--- src/hdl/adc_cfg_pkg.sv ---
// constants, register layout and carrier types for the converter configuration block
// assumes an 8-bit special-function register port supplied by the core
package adc_cfg_pkg;
    localparam logic [7:0] ADDR_CTRL_SECOND = 8'hB2;
    localparam logic [7:0] ADDR_CONFIG = 8'hBC;
    localparam logic [7:0] ADDR_CTRL_FIRST = 8'hE8;
    localparam logic [7:0] RST_CTRL_SECOND = 8'h00;
    localparam logic [7:0] RST_CONFIG = 8'hF8;
    localparam logic [7:0] RST_CTRL_FIRST = 8'h00;
    localparam int CMB_BIT = 0;
    localparam int DIV_LSB = 3;
    localparam int DIV_W = 5;
    localparam int EIGHT_BIT = 2;
    localparam int TRACK_BIT = 1;
    localparam int GAIN_BIT = 0;
    localparam int ENABLE_BIT = 7;
    localparam int BURST_BIT = 6;
    localparam int BUSY_BIT = 4;
    localparam int TRIG_LSB = 0;
    localparam int TRIG_W = 3;
    localparam logic [2:0] DELAY_SAR_CYCLES = 3'h4;

    typedef enum logic [2:0] {
        TRIG_SOFTWARE = 3'b000,
        TRIG_TIMER0 = 3'b001,
        TRIG_TIMER2 = 3'b010,
        TRIG_TIMER3 = 3'b011,
        TRIG_EXT_PIN = 3'b100
    } trig_src_t;

    typedef struct packed {
        logic [7:0] addr;
        logic [7:0] wdata;
        logic wr;
    } sfr_req_t;

    typedef struct packed {
        logic common_mode_buffer_on;
        logic eight_bit_resolution_on;
        logic amplifier_gain_select;
        logic burst_sequence_on;
    } analog_cfg_t;
endpackage

--- src/hdl/sar_clk_div.sv ---
// divides the converter input clock into one-cycle sar clock tick pulses
// assumes the selected clock source arrives as an enable on the system clock, held high when the system clock itself is the source
`timescale 1ns/1ps
module sar_clk_div
    import adc_cfg_pkg::*;
#(
    parameter int W = DIV_W
)
(
    // clock and reset
    input wire logic i_clk_sys,
    input wire logic i_rst_n,
    // control
    input wire logic i_src_tick,
    input wire logic [W-1:0] i_div,
    input wire logic i_run,
    // result
    output logic o_sar_tick
);
    logic [W-1:0] cnt_q;

    // divide by field value plus one: tick when the count reaches the field
    always_ff @(posedge i_clk_sys)
    begin
        if (!i_rst_n || !i_run)
            cnt_q <= '0;
        else if (i_src_tick)
            cnt_q <= (cnt_q >= i_div) ? '0 : cnt_q + 1'b1; // RQ4
    end

    assign o_sar_tick = i_run && i_src_tick && (cnt_q >= i_div); // RQ4

    a_div_period: assert property (@(posedge i_clk_sys) disable iff (!i_rst_n)
        o_sar_tick |=> !o_sar_tick || (i_div == '0)) // RQ4
        else $error("sar tick repeated with nonzero divider");
endmodule

--- src/hdl/adc_sar_clock_track_config.sv ---
// converter configuration registers, clock selection and track timing
// assumes the core drives a single-cycle sfr write strobe and reads combinationally
// Function
// RQ1: software writes zero into reserved bits 7:1 of second control register.
// RQ2: second control bit 0 turns the common mode buffer off or on.
// RQ3: software keeps buffer on when tracking time is at most 1.5 us.
// RQ4: sar clock equals converter clock divided by divider field plus one.
// RQ5: software picks divider giving fastest allowed sar clock.
// RQ6: converter clock is system clock, or fast oscillator in burst mode.
// RQ7: configuration bit 2 selects eight-bit resolution.
// RQ8: normal track starts conversion right after start-of-conversion when enabled.
// RQ9: delayed track holds tracking four sar clocks, then starts conversion.
// RQ10: configuration bit 0 selects gain half or gain one.
// RQ11: first control bit 6 enables burst mode.
// RQ12: three-bit source selects software, three timers or external pin; rest reserved.
// RQ13: delay counter counts sar ticks from trigger, cleared when disabled.
`timescale 1ns/1ps
module adc_sar_clock_track_config
    import adc_cfg_pkg::*;
(
    // clock and reset
    input wire logic i_clk_sys,
    input wire logic i_rst_n,
    // special-function register port
    input wire sfr_req_t i_sfr,
    output logic [7:0] o_sfr_rdata,
    output logic o_sfr_hit,
    // fast oscillator clock source as an enable on the system clock
    input wire logic i_fast_osc_tick,
    // trigger sources
    input wire logic i_timer0_ovf,
    input wire logic i_timer2_ovf,
    input wire logic i_timer3_ovf,
    input wire logic i_external_convert_pin,
    // converter controls
    output analog_cfg_t o_analog,
    output logic o_tracking,
    output logic o_convert_start,
    output logic o_sar_tick
);
    logic [7:0] ctrl2_q;
    logic [7:0] cfg_q;
    logic [7:0] ctrl1_q;
    logic pin_q;
    logic soc;
    logic sw_start;
    logic enabled;
    logic src_tick;
    logic [2:0] dly_q;
    logic tracking_q;
    logic start_q;

    typedef enum logic [1:0] {
        ST_IDLE = 2'b00,
        ST_DELAY = 2'b01
    } trk_state_t;
    trk_state_t st_q;

    assign enabled = ctrl1_q[ENABLE_BIT];
    assign sw_start = i_sfr.wr && (i_sfr.addr == ADDR_CTRL_FIRST) && i_sfr.wdata[BUSY_BIT];

    always_ff @(posedge i_clk_sys)
    begin
        if (!i_rst_n)
            ctrl2_q <= RST_CTRL_SECOND;
        else if (i_sfr.wr && i_sfr.addr == ADDR_CTRL_SECOND)
            ctrl2_q <= {7'h00, i_sfr.wdata[CMB_BIT]}; // RQ2
    end

    always_ff @(posedge i_clk_sys)
    begin
        if (!i_rst_n)
            cfg_q <= RST_CONFIG;
        else if (i_sfr.wr && i_sfr.addr == ADDR_CONFIG)
            cfg_q <= i_sfr.wdata;
    end

    // busy bit is a write-only strobe here, so it reads back as zero
    always_ff @(posedge i_clk_sys)
    begin
        if (!i_rst_n)
            ctrl1_q <= RST_CTRL_FIRST;
        else if (i_sfr.wr && i_sfr.addr == ADDR_CTRL_FIRST)
            ctrl1_q <= i_sfr.wdata & 8'hC7; // RQ11
    end

    always_comb
    begin
        o_sfr_hit = 1'b1;
        case (i_sfr.addr)
            ADDR_CTRL_SECOND: o_sfr_rdata = ctrl2_q;
            ADDR_CONFIG: o_sfr_rdata = cfg_q;
            ADDR_CTRL_FIRST: o_sfr_rdata = ctrl1_q;
            default:
            begin
                o_sfr_rdata = 8'h00;
                o_sfr_hit = 1'b0;
            end
        endcase
    end

    // one driver for the whole carrier keeps strict multi-driver checks quiet
    assign o_analog = '{
        common_mode_buffer_on: ctrl2_q[CMB_BIT], // RQ2
        eight_bit_resolution_on: cfg_q[EIGHT_BIT], // RQ7
        amplifier_gain_select: cfg_q[GAIN_BIT], // RQ10
        burst_sequence_on: ctrl1_q[BURST_BIT] // RQ11
    };

    // pin is synchronous; only its rising edge counts
    always_ff @(posedge i_clk_sys)
    begin
        if (!i_rst_n)
            pin_q <= 1'b0;
        else
            pin_q <= i_external_convert_pin;
    end

    always_comb
    begin
        case (ctrl1_q[TRIG_LSB +: TRIG_W]) // RQ12
            TRIG_SOFTWARE: soc = sw_start;
            TRIG_TIMER0: soc = i_timer0_ovf;
            TRIG_TIMER2: soc = i_timer2_ovf;
            TRIG_TIMER3: soc = i_timer3_ovf;
            TRIG_EXT_PIN: soc = i_external_convert_pin && !pin_q;
            default: soc = 1'b0;
        endcase
    end

    // system clock runs every edge; the oscillator arrives as an enable
    assign src_tick = ctrl1_q[BURST_BIT] ? i_fast_osc_tick : 1'b1; // RQ6

    sar_clk_div #(
        .W(DIV_W)
    ) u_div (
        .i_clk_sys(i_clk_sys),
        .i_rst_n(i_rst_n),
        .i_src_tick(src_tick),
        .i_div(cfg_q[DIV_LSB +: DIV_W]),
        .i_run(enabled),
        .o_sar_tick(o_sar_tick)
    );

    // a trigger during the delay is ignored until conversion starts
    always_ff @(posedge i_clk_sys)
    begin
        if (!i_rst_n || !enabled)
        begin
            st_q <= ST_IDLE;
            dly_q <= 3'h0; // RQ13
            tracking_q <= 1'b0;
            start_q <= 1'b0;
        end
        else
        begin
            start_q <= 1'b0;
            case (st_q)
                ST_IDLE:
                begin
                    tracking_q <= 1'b0;
                    if (soc && !cfg_q[TRACK_BIT])
                        start_q <= 1'b1; // RQ8
                    else if (soc)
                    begin
                        st_q <= ST_DELAY;
                        dly_q <= 3'h0; // RQ13
                        tracking_q <= 1'b1; // RQ9
                    end
                end
                ST_DELAY:
                begin
                    if (o_sar_tick && dly_q == DELAY_SAR_CYCLES - 3'h1)
                    begin
                        st_q <= ST_IDLE;
                        tracking_q <= 1'b0;
                        start_q <= 1'b1; // RQ9
                    end
                    else if (o_sar_tick)
                        dly_q <= dly_q + 3'h1; // RQ13
                end
                default: st_q <= ST_IDLE;
            endcase
        end
    end

    assign o_tracking = tracking_q;
    assign o_convert_start = start_q;

    a_normal_start: assert property (@(posedge i_clk_sys) disable iff (!i_rst_n)
        (enabled && st_q == ST_IDLE && soc && !cfg_q[TRACK_BIT]) |=> o_convert_start) // RQ8
        else $error("normal track did not start next cycle");
    a_delay_hold: assert property (@(posedge i_clk_sys) disable iff (!i_rst_n)
        (st_q == ST_DELAY && o_convert_start) |-> 1'b0) // RQ9
        else $error("start while still delaying");
    a_delay_end: assert property (@(posedge i_clk_sys) disable iff (!i_rst_n)
        (enabled && st_q == ST_DELAY && o_sar_tick && dly_q == 3'h3) |=> o_convert_start) // RQ9
        else $error("delayed start missing after fourth tick");
    a_counter_clear: assert property (@(posedge i_clk_sys) disable iff (!i_rst_n)
        !enabled |=> dly_q == 3'h0 && !o_tracking) // RQ13
        else $error("delay counter not cleared on disable");
    a_buffer_bit: assert property (@(posedge i_clk_sys) disable iff (!i_rst_n)
        (i_sfr.wr && i_sfr.addr == ADDR_CTRL_SECOND)
        |=> o_analog.common_mode_buffer_on == $past(i_sfr.wdata[0]) && ctrl2_q[7:1] == 7'h00) // RQ2
        else $error("buffer bit not taken from write");
    a_gain_res: assert property (@(posedge i_clk_sys) disable iff (!i_rst_n)
        (i_sfr.wr && i_sfr.addr == ADDR_CONFIG) |=> o_analog.amplifier_gain_select
        == $past(i_sfr.wdata[0]) && o_analog.eight_bit_resolution_on == $past(i_sfr.wdata[2])) // RQ7 RQ10
        else $error("gain or resolution bit wrong");
    a_burst_clock: assert property (@(posedge i_clk_sys) disable iff (!i_rst_n)
        (ctrl1_q[BURST_BIT] && !i_fast_osc_tick) |-> !o_sar_tick) // RQ6
        else $error("sar tick without oscillator in burst mode");
    a_reserved_src: assert property (@(posedge i_clk_sys) disable iff (!i_rst_n)
        (ctrl1_q[2:0] > 3'h4) |-> !soc) // RQ12
        else $error("reserved source produced a trigger");
    a_burst_bit: assert property (@(posedge i_clk_sys) disable iff (!i_rst_n)
        (i_sfr.wr && i_sfr.addr == ADDR_CTRL_FIRST)
        |=> o_analog.burst_sequence_on == $past(i_sfr.wdata[6])) // RQ11
        else $error("burst bit not taken");

    c_normal: cover property (@(posedge i_clk_sys) o_convert_start && !cfg_q[TRACK_BIT]);
    c_delayed: cover property (@(posedge i_clk_sys) o_convert_start && cfg_q[TRACK_BIT]);
    c_pin: cover property (@(posedge i_clk_sys) ctrl1_q[2:0] == 3'h4 && soc);
    c_burst: cover property (@(posedge i_clk_sys) ctrl1_q[BURST_BIT] && o_sar_tick);
endmodule

--- config.mk ---
export PLATFORM = sky130hd
export DESIGN_NAME = adc_sar_clock_track_config
export DESIGN_NICKNAME = d
export VERILOG_FILES = /design/src/hdl/adc_cfg_pkg.sv /design/src/hdl/sar_clk_div.sv /design/src/hdl/adc_sar_clock_track_config.sv
export SDC_FILE = /design/constraint.sdc
export NUM_CORES = 1
export LEC_CHECK = 0
export BUFFER_PORTS_ARGS = -buffer_cell sky130_fd_sc_hd__buf_2
export CAP_MARGIN = 20
export CORE_MARGIN = 3
export CORE_UTILIZATION = 55
export DETAILED_ROUTE_END_ITERATION = 6
export PLACE_DENSITY = 0.83
export SLEW_MARGIN = 20
export SYNTH_ARGS = -nofsm -noshare
export SYNTH_HDL_FRONTEND = slang
export SYNTH_SLANG_ARGS = --single-unit
--- constraint.sdc ---
create_clock -name i_clk_sys -period 3.01 [get_ports i_clk_sys]
set_input_delay 0.301 -clock i_clk_sys [delete_from_list [all_inputs] [get_ports i_clk_sys]]
set_output_delay 0.301 -clock i_clk_sys [all_outputs]
set_load 0.02 [all_outputs]
==> results of run 1 <==
[worst paths after layout]
path | startpoint | end
setup / recovery | u_div.cnt_q[0]$_SDFFE_PP0N_ | o_sar_tick
hold / removal | i_external_convert_pin | pin_q$_SDFF_PN0_
setup reg to reg | u_div.cnt_q[0]$_SDFFE_PP0N_ | dly_q[2]$_SDFFE_PP0P_
hold reg to reg | dly_q[2]$_SDFFE_PP0P_ | dly_q[2]$_SDFFE_PP0P_
[flip-flops by register name, indices dropped and copies added, names as in the netlist]
name	count
st_q	1
dly_q	3
o_convert_start	1
o_tracking	1
cfg_q	8
u_div.cnt_q	5
ctrl2_q	1
ctrl1_q	5
pin_q	1
[critical path, delay by kind of cell, from the launching register on]
kind / cells / cell delay, ns
buffers and inverters: 2 / 0.24
AOI/OAI and AO/OA: 2 / 0.56
DFF: 1 / 0.44
and+or+nand+nor: 2 / 0.21
adders and majority gates: 1 / 0.27
[cells in the mapped netlist, drive strengths merged (2+ instances only)]
cell,number
a21boi,9
a21oi,7
a22o,4
and2,5
buf,4
clkbuf,4
dfxtp,26
ha,8
inv,10
mux2i,2
nand2,27
nand3,19
nand3b,3
nand4,2
nor2,7
nor2b,2
nor4b,2
o21ai,2
o22ai,2
o31ai,2
or3,3
xor2,3
[power breakdown]
group	internal, W	total, W	switching, W
combinational	0.0000175	0.0000374	0.0000199
clock	0.000135	0.000240	0.000105
sequential	0.000345	0.000346	0.000000552
total	0.000497	0.000623	0.000126
[layer usage]
metal | up-vias | global-route usage | wire length [microns]
met5 | - | 0 | 0
met4 | 0 | 0.07616 | 55
met3 | 6 | 0.03846 | 205
met2 | 52 | 0.3475 | 1571
met1 | 596 | 0.2386 | 1380
li1 | 664 | - | -
[stage by stage]
| stage | worst slack, ns | power [W] |
|---|---|---|
| final | 0.6691 | 0.0006229 |
| after global routing | 0.4814 | 0.0006467 |
| after CTS | 0.6558 | 0.0006276 |
| after detailed placement | 0.8826 | 0.0003894 |
| after global placement | 0.8875 | 0.0003885 |
| after floorplan | 1.199 | 0.0003684 |
[cell type report]
cell class / count / share of cell area
sequential: 26 / 0.3084
clock buffer: 3 / 0.01334
tap: 28 / 0.02076
multi-input combinational: 123 / 0.4974
clock inverter: 1 / 0.01779
timing repair buffer: 40 / 0.1201
inverter: 10 / 0.02224
[layout by cell type (no fill, tap or decap), drive strengths merged, types with 2 or more instances in the layout]
cell / n
nor2: 7
a22o: 4
nand3: 19
nand2: 27
a21oi: 7
and2: 5
o31ai: 2
xor2: 3
ha: 8
nor4b: 2
clkbuf: 3
inv: 10
o21ai: 2
nand3b: 3
or3: 3
a21boi: 9
nand4: 2
dfxtp: 26
o22ai: 2
nor2b: 2
buf: 40
mux2i: 2
[cells by family (layout without fill, tap and decap cells)]
family,Yosys count,count (layout),share of synthesized area
compound gates,32,32,0.1772
fa+ha+maj,8,8,0.06951
buf+inv,18,54,0.05560
simple gates,77,77,0.2980
mux,2,2,0.01390
flops,26,26,0.3614
xor+xnor,4,4,0.02433
==> results.json, run 1 <==
{
  "clockRootBuffer": "clkbuf_4",
  "slew_viol_final": 0,
  "regArea_sq_um": 520.5,
  "yosysTopAreaCellShare": 0.3614,
  "power_leakage_nw": 0.7459,
  "synth_edf_count": 0,
  "avgSynthCellArea_sq_um": 8.624,
  "hold_viol_final": 0,
  "slowest_delay_ns": 0.44,
  "cts.sinks": 26,
  "setup-tns-final_ns": 0,
  "rows": 17,
  "rrSetupSlack_ns": 0.88,
  "area_delta_synth_final_pct": 17.20,
  "place_inst": 227,
  "portBuffers": 39,
  "numCtsBuffers": 3,
  "grt_pass1_wl_mm": 5.154,
  "vias": 1318,
  "cts_buffer_depth": 2,
  "cp_data_required_time_ns": 2.71,
  "gp_congestion": 0.7858,
  "final_cells": 231,
  "period_share": 0.7777,
  "vias_per_cell": 5.706,
  "synth_area_leaders": "dfxtp_1 (36%), nand2_1 (7.0%), ha_1 (7.0%)",
  "chipWidth_microns": 57.17,
  "tritoncts": "built",
  "antenna_found_initial": 0,
  "start_util": 0.6155,
  "num-fill-cells": 187,
  "finalNetCount": 236,
  "peakVddDrop_v": 0.0002734,
  "postSynth.asyncResetShare": 0,
  "cp-end-kind": "output port",
  "powerDensity_mw_per_mm2": 369.1,
  "fin_util": 0.7214,
  "synth_area_sq_mm": 0.001440,
  "routed_wl_mm": 3.213,
  "hpwl_mm": 2.457,
  "multi_input_area_sq_um": 839.6,
  "drive_gt1_frac": 0.2611,
  "min_period_ns": 2.341,
  "start_kind": "register",
  "clk_pin_slew_ns": 0.14,
  "critPathArrivalTime_ns": 2.04,
  "synth_fp_nets": 199,
  "wl_per_cell_microns": 13.91,
  "rsz0062_at_grt": "false",
  "die_height_microns": 57.17,
  "synthFlopType": "dfxtp_1",
  "yosysSeqAreaShare": 0.3614,
  "crit_path_top_delay_cell": "dfxtp_1",
  "yosys_warnings": 0,
  "fmax_ghz": 0.4272,
  "synth_cell_types": 41,
  "dieArea_sq_mm": 0.003268,
  "dpl_cell_area_sq_mm": 0.001635,
  "core_sq_mm": 0.002340,
  "drtAntennaViolNets": 0,
  "worst_slew_pin_slew_ns": 0.8099,
  "first_pass_iters": 6,
  "hp-class": "in -> reg",
  "io_pins": 40,
  "grt_max_degree": 19,
  "htreeDepth": 1,
  "hold_buffers": 0,
  "clock_latency_ns": 0.32,
  "worstPathCellList": "inv_1 > ha_1 > nor2b_1 > o21ai_0 > a41oi_2 > nor2b_1 > buf_2",
  "syn_inst": 167,
  "final_cell_area_sq_mm": 0.001688,
  "criticalPathCategory": "reg -> out",
  "drc": 0,
  "critPathMaxFanout": 7,
  "grt.overflow.total": 0,
  "synth-seq-cells": 26,
  "post_cts_buffers": 0,
  "drt-initial-drc-count": 35,
  "r2r_cells": 7,
  "hold_slack_ns": 0.1869,
  "cts_resized": 0,
  "track_usage": 0.1985,
  "drv_cap": 0,
  "hold_depth": 2,
  "grt_pass1_vias": 1198,
  "finalSetupViolations": 0,
  "synth_area_leader_cell": "dfxtp_1",
  "crit_top_cell": "nor2b_1",
  "status": "complete, no violations",
  "slew_headroom": 0.4578,
  "finalClockSkew_ns": 0.004249,
  "num_antenna_cells": 0
}
(Power assumes the default switching activity.)
==> inputs of run 2 (changes only) <==
--- a/config.mk
+++ b/config.mk
@@ -8,9 +8,9 @@
 export BUFFER_PORTS_ARGS = -buffer_cell sky130_fd_sc_hd__buf_2
 export CAP_MARGIN = 20
 export CORE_MARGIN = 3
-export CORE_UTILIZATION = 55
+export CORE_UTILIZATION = 51
 export DETAILED_ROUTE_END_ITERATION = 6
-export PLACE_DENSITY = 0.83
+export PLACE_DENSITY = 0.78
 export SLEW_MARGIN = 20
 export SYNTH_ARGS = -nofsm -noshare
 export SYNTH_HDL_FRONTEND = slang
==> constraint.sdc (replaced) <==
create_clock -name i_clk_sys -period 2.4 [get_ports i_clk_sys]
set_input_delay 0.24 -clock i_clk_sys [delete_from_list [all_inputs] [get_ports i_clk_sys]]
set_output_delay 0.24 -clock i_clk_sys [all_outputs]
set_load 0.02 [all_outputs]
==> results.json, run 2 (synthesis results as in run 1) <==
{
  "status": "complete, no violations",
  "cts_resized": 0,
  "die_height_microns": 59.14,
  "track_usage": 0.1947,
  "final_cell_mix": "buf_2 (39), nand2_1 (27), dfxtp_1 (26), nand3_1 (19), inv_1 (10)",
  "clockRootBuffer": "clkbuf_4",
  "powerDensity_mw_per_mm2": 398.0,
  "setup-tns-final_ns": 0,
  "num-fill-cells": 228,
  "period_share": 0.9176,
  "grt_pass1_wl_mm": 5.264,
  "largestRegisters": "cfg_q (8), ctrl1_q (5), u_div.cnt_q (5)",
  "start_util": 0.5560,
  "r2r_start": "u_div.cnt_q[0]$_SDFFE_PP0N_",
  "r2r_end": "dly_q[2]$_SDFFE_PP0P_",
  "rows": 18,
  "drt-initial-drc-count": 49,
  "place_inst": 230,
  "antenna_found_initial": 0,
  "r2r_cells": 7,
  "start_kind": "register",
  "area_delta_synth_final_pct": 15.81,
  "cts_buffer_depth": 2,
  "hold_depth": 2,
  "final_common_cell": "buf_2",
  "rrSetupSlack_ns": 0.45,
  "htreeDepth": 1,
  "grtUsageMet2": 0.3454,
  "numCtsBuffers": 3,
  "drive_gt1_frac": 0.2611,
  "use_met1": 0.2296,
  "wl_per_cell_microns": 13.41,
  "final_cell_area_sq_mm": 0.001668,
  "power_leakage_nw": 0.7372,
  "hold_viol_final": 0,
  "worst_slew_pin_slew_ns": 0.4495,
  "min_period_ns": 2.202,
  "cts.sinks": 26,
  "post_cts_buffers": 0,
  "hold-path-endpoint": "pin_q$_SDFF_PN0_",
  "finalNetCount": 237,
  "tritoncts": "built",
  "finalPower_w": 0.0006639,
  "hpwl_mm": 2.461,
  "worst_slack_ns": 0.1978,
  "drc": 0,
  "place_ws_ns": 0.4661,
  "chipWidth_microns": 59.14,
  "critPathArrivalTime_ns": 1.96,
  "io_pins": 40,
  "drtAntennaViolNets": 0,
  "hold_buffers": 0,
  "grt.overflow.total": 0,
  "grt_most_used_layer": "met2",
  "fmax_ghz": 0.4541,
  "hp-start": "i_external_convert_pin",
  "num_antenna_cells": 0,
  "regMostFlops": "cfg_q",
  "finalSetupViolations": 0,
  "slew_viol_final": 0,
  "peakVddDrop_v": 0.0003088,
  "dieArea_sq_mm": 0.003498,
  "gp_congestion": 0.7759,
  "finalClockSkew_ns": 0.002803,
  "drv_cap": 0,
  "routed_wl_mm": 3.124,
  "clk_pin_slew_ns": 0.13,
  "clock_latency_ns": 0.33,
  "grt_max_degree": 19,
  "portBuffers": 39,
  "cp-end-kind": "output port",
  "core_sq_mm": 0.002590,
  "critPathMaxFanout": 7,
  "vias": 1287,
  "use_met3": 0.03268,
  "cp_data_required_time_ns": 2.16,
  "vias_per_cell": 5.524,
  "largest_reg_flops": 8,
  "first_pass_iters": 4,
  "rsz0062_at_grt": "false",
  "dpl_cell_area_sq_mm": 0.001645,
  "criticalPathCategory": "reg -> out",
  "grt_pass1_vias": 1260,
  "final_cells": 233,
  "slew_headroom": 0.6998,
  "hp-class": "in -> reg"
}
==> run 2: cell types whose count changed in the layout (fill, tap and decap cells not counted) <==
cell / delta
bufinv_16: -1
buf_4: +1
==> run 2: worst max path at each step <==
stage | from | end | slack (ns)
CTS | cfg_q[5]$_SDFFE_PN1P_ | o_sar_tick | 0.19
global placement | u_div.cnt_q[0]$_SDFFE_PP0N_ | dly_q[2]$_SDFFE_PP0P_ | 0.53
floorplan | u_div.cnt_q[0]$_SDFFE_PP0N_ | dly_q[2]$_SDFFE_PP0P_ | 0.62
finish | cfg_q[5]$_SDFFE_PN1P_ | o_sar_tick | 0.20
global route | u_div.cnt_q[0]$_SDFFE_PP0N_ | o_sar_tick | 0.04
detailed placement | u_div.cnt_q[0]$_SDFFE_PP0N_ | dly_q[2]$_SDFFE_PP0P_ | 0.47
==> run 2: layout make-up <==
type	count	area [sq um]	area share
clock buffers	3	22.52	0.01350
multi-input cells	123	839.6	0.5034
flip-flops and latches	26	520.5	0.3121
well taps	30	37.54	0.02251
repair buffers	41	210.2	0.1260
inverters	10	37.54	0.02251
==> run 2: worst max-delay path: stages (launching register included) <==
cell     delay (ns)
dfxtp_1        0.36
inv_1          0.05
ha_1           0.30
a21oi_1        0.15
o21ai_0        0.12
a41oi_2        0.38
nor2b_1        0.10
buf_2          0.17
==> run 2: per-layer routing <==
| layer | up-vias | wire length [microns] |
|---|---|---|
| met1 | 584 | 1374 |
| met2 | 36 | 1535 |
| li1 | 662 | - |
| met5 | - | 0 |
| met4 | 0 | 57 |
| met3 | 5 | 157 |
==> run 2: report_power, final <==
| part | internal [W] | leakage (nW) | total [W] | switching [W] |
|---|---|---|---|---|
| registers | 0.000433 | 0.210 | 0.000433 | 0.000000596 |
| logic | 0.0000220 | 0.514 | 0.0000460 | 0.0000240 |
| clock network | 0.0000591 | 0.0138 | 0.000184 | 0.000125 |
==> run 2: through the flow <==
| stage | hold WS [ns] | utilization |
|---|---|---|
| 2_1_floorplan | 0.3617 | - |
| 3_3_place_gp | 0.4492 | 0.6353 |
| 4_1_cts | 0.1316 | 0.6440 |
| 3_5_place_dp | 0.4606 | 0.6353 |
| 6_report | 0.1301 | 0.6440 |
| 5_1_grt | 0.1315 | 0.6440 |
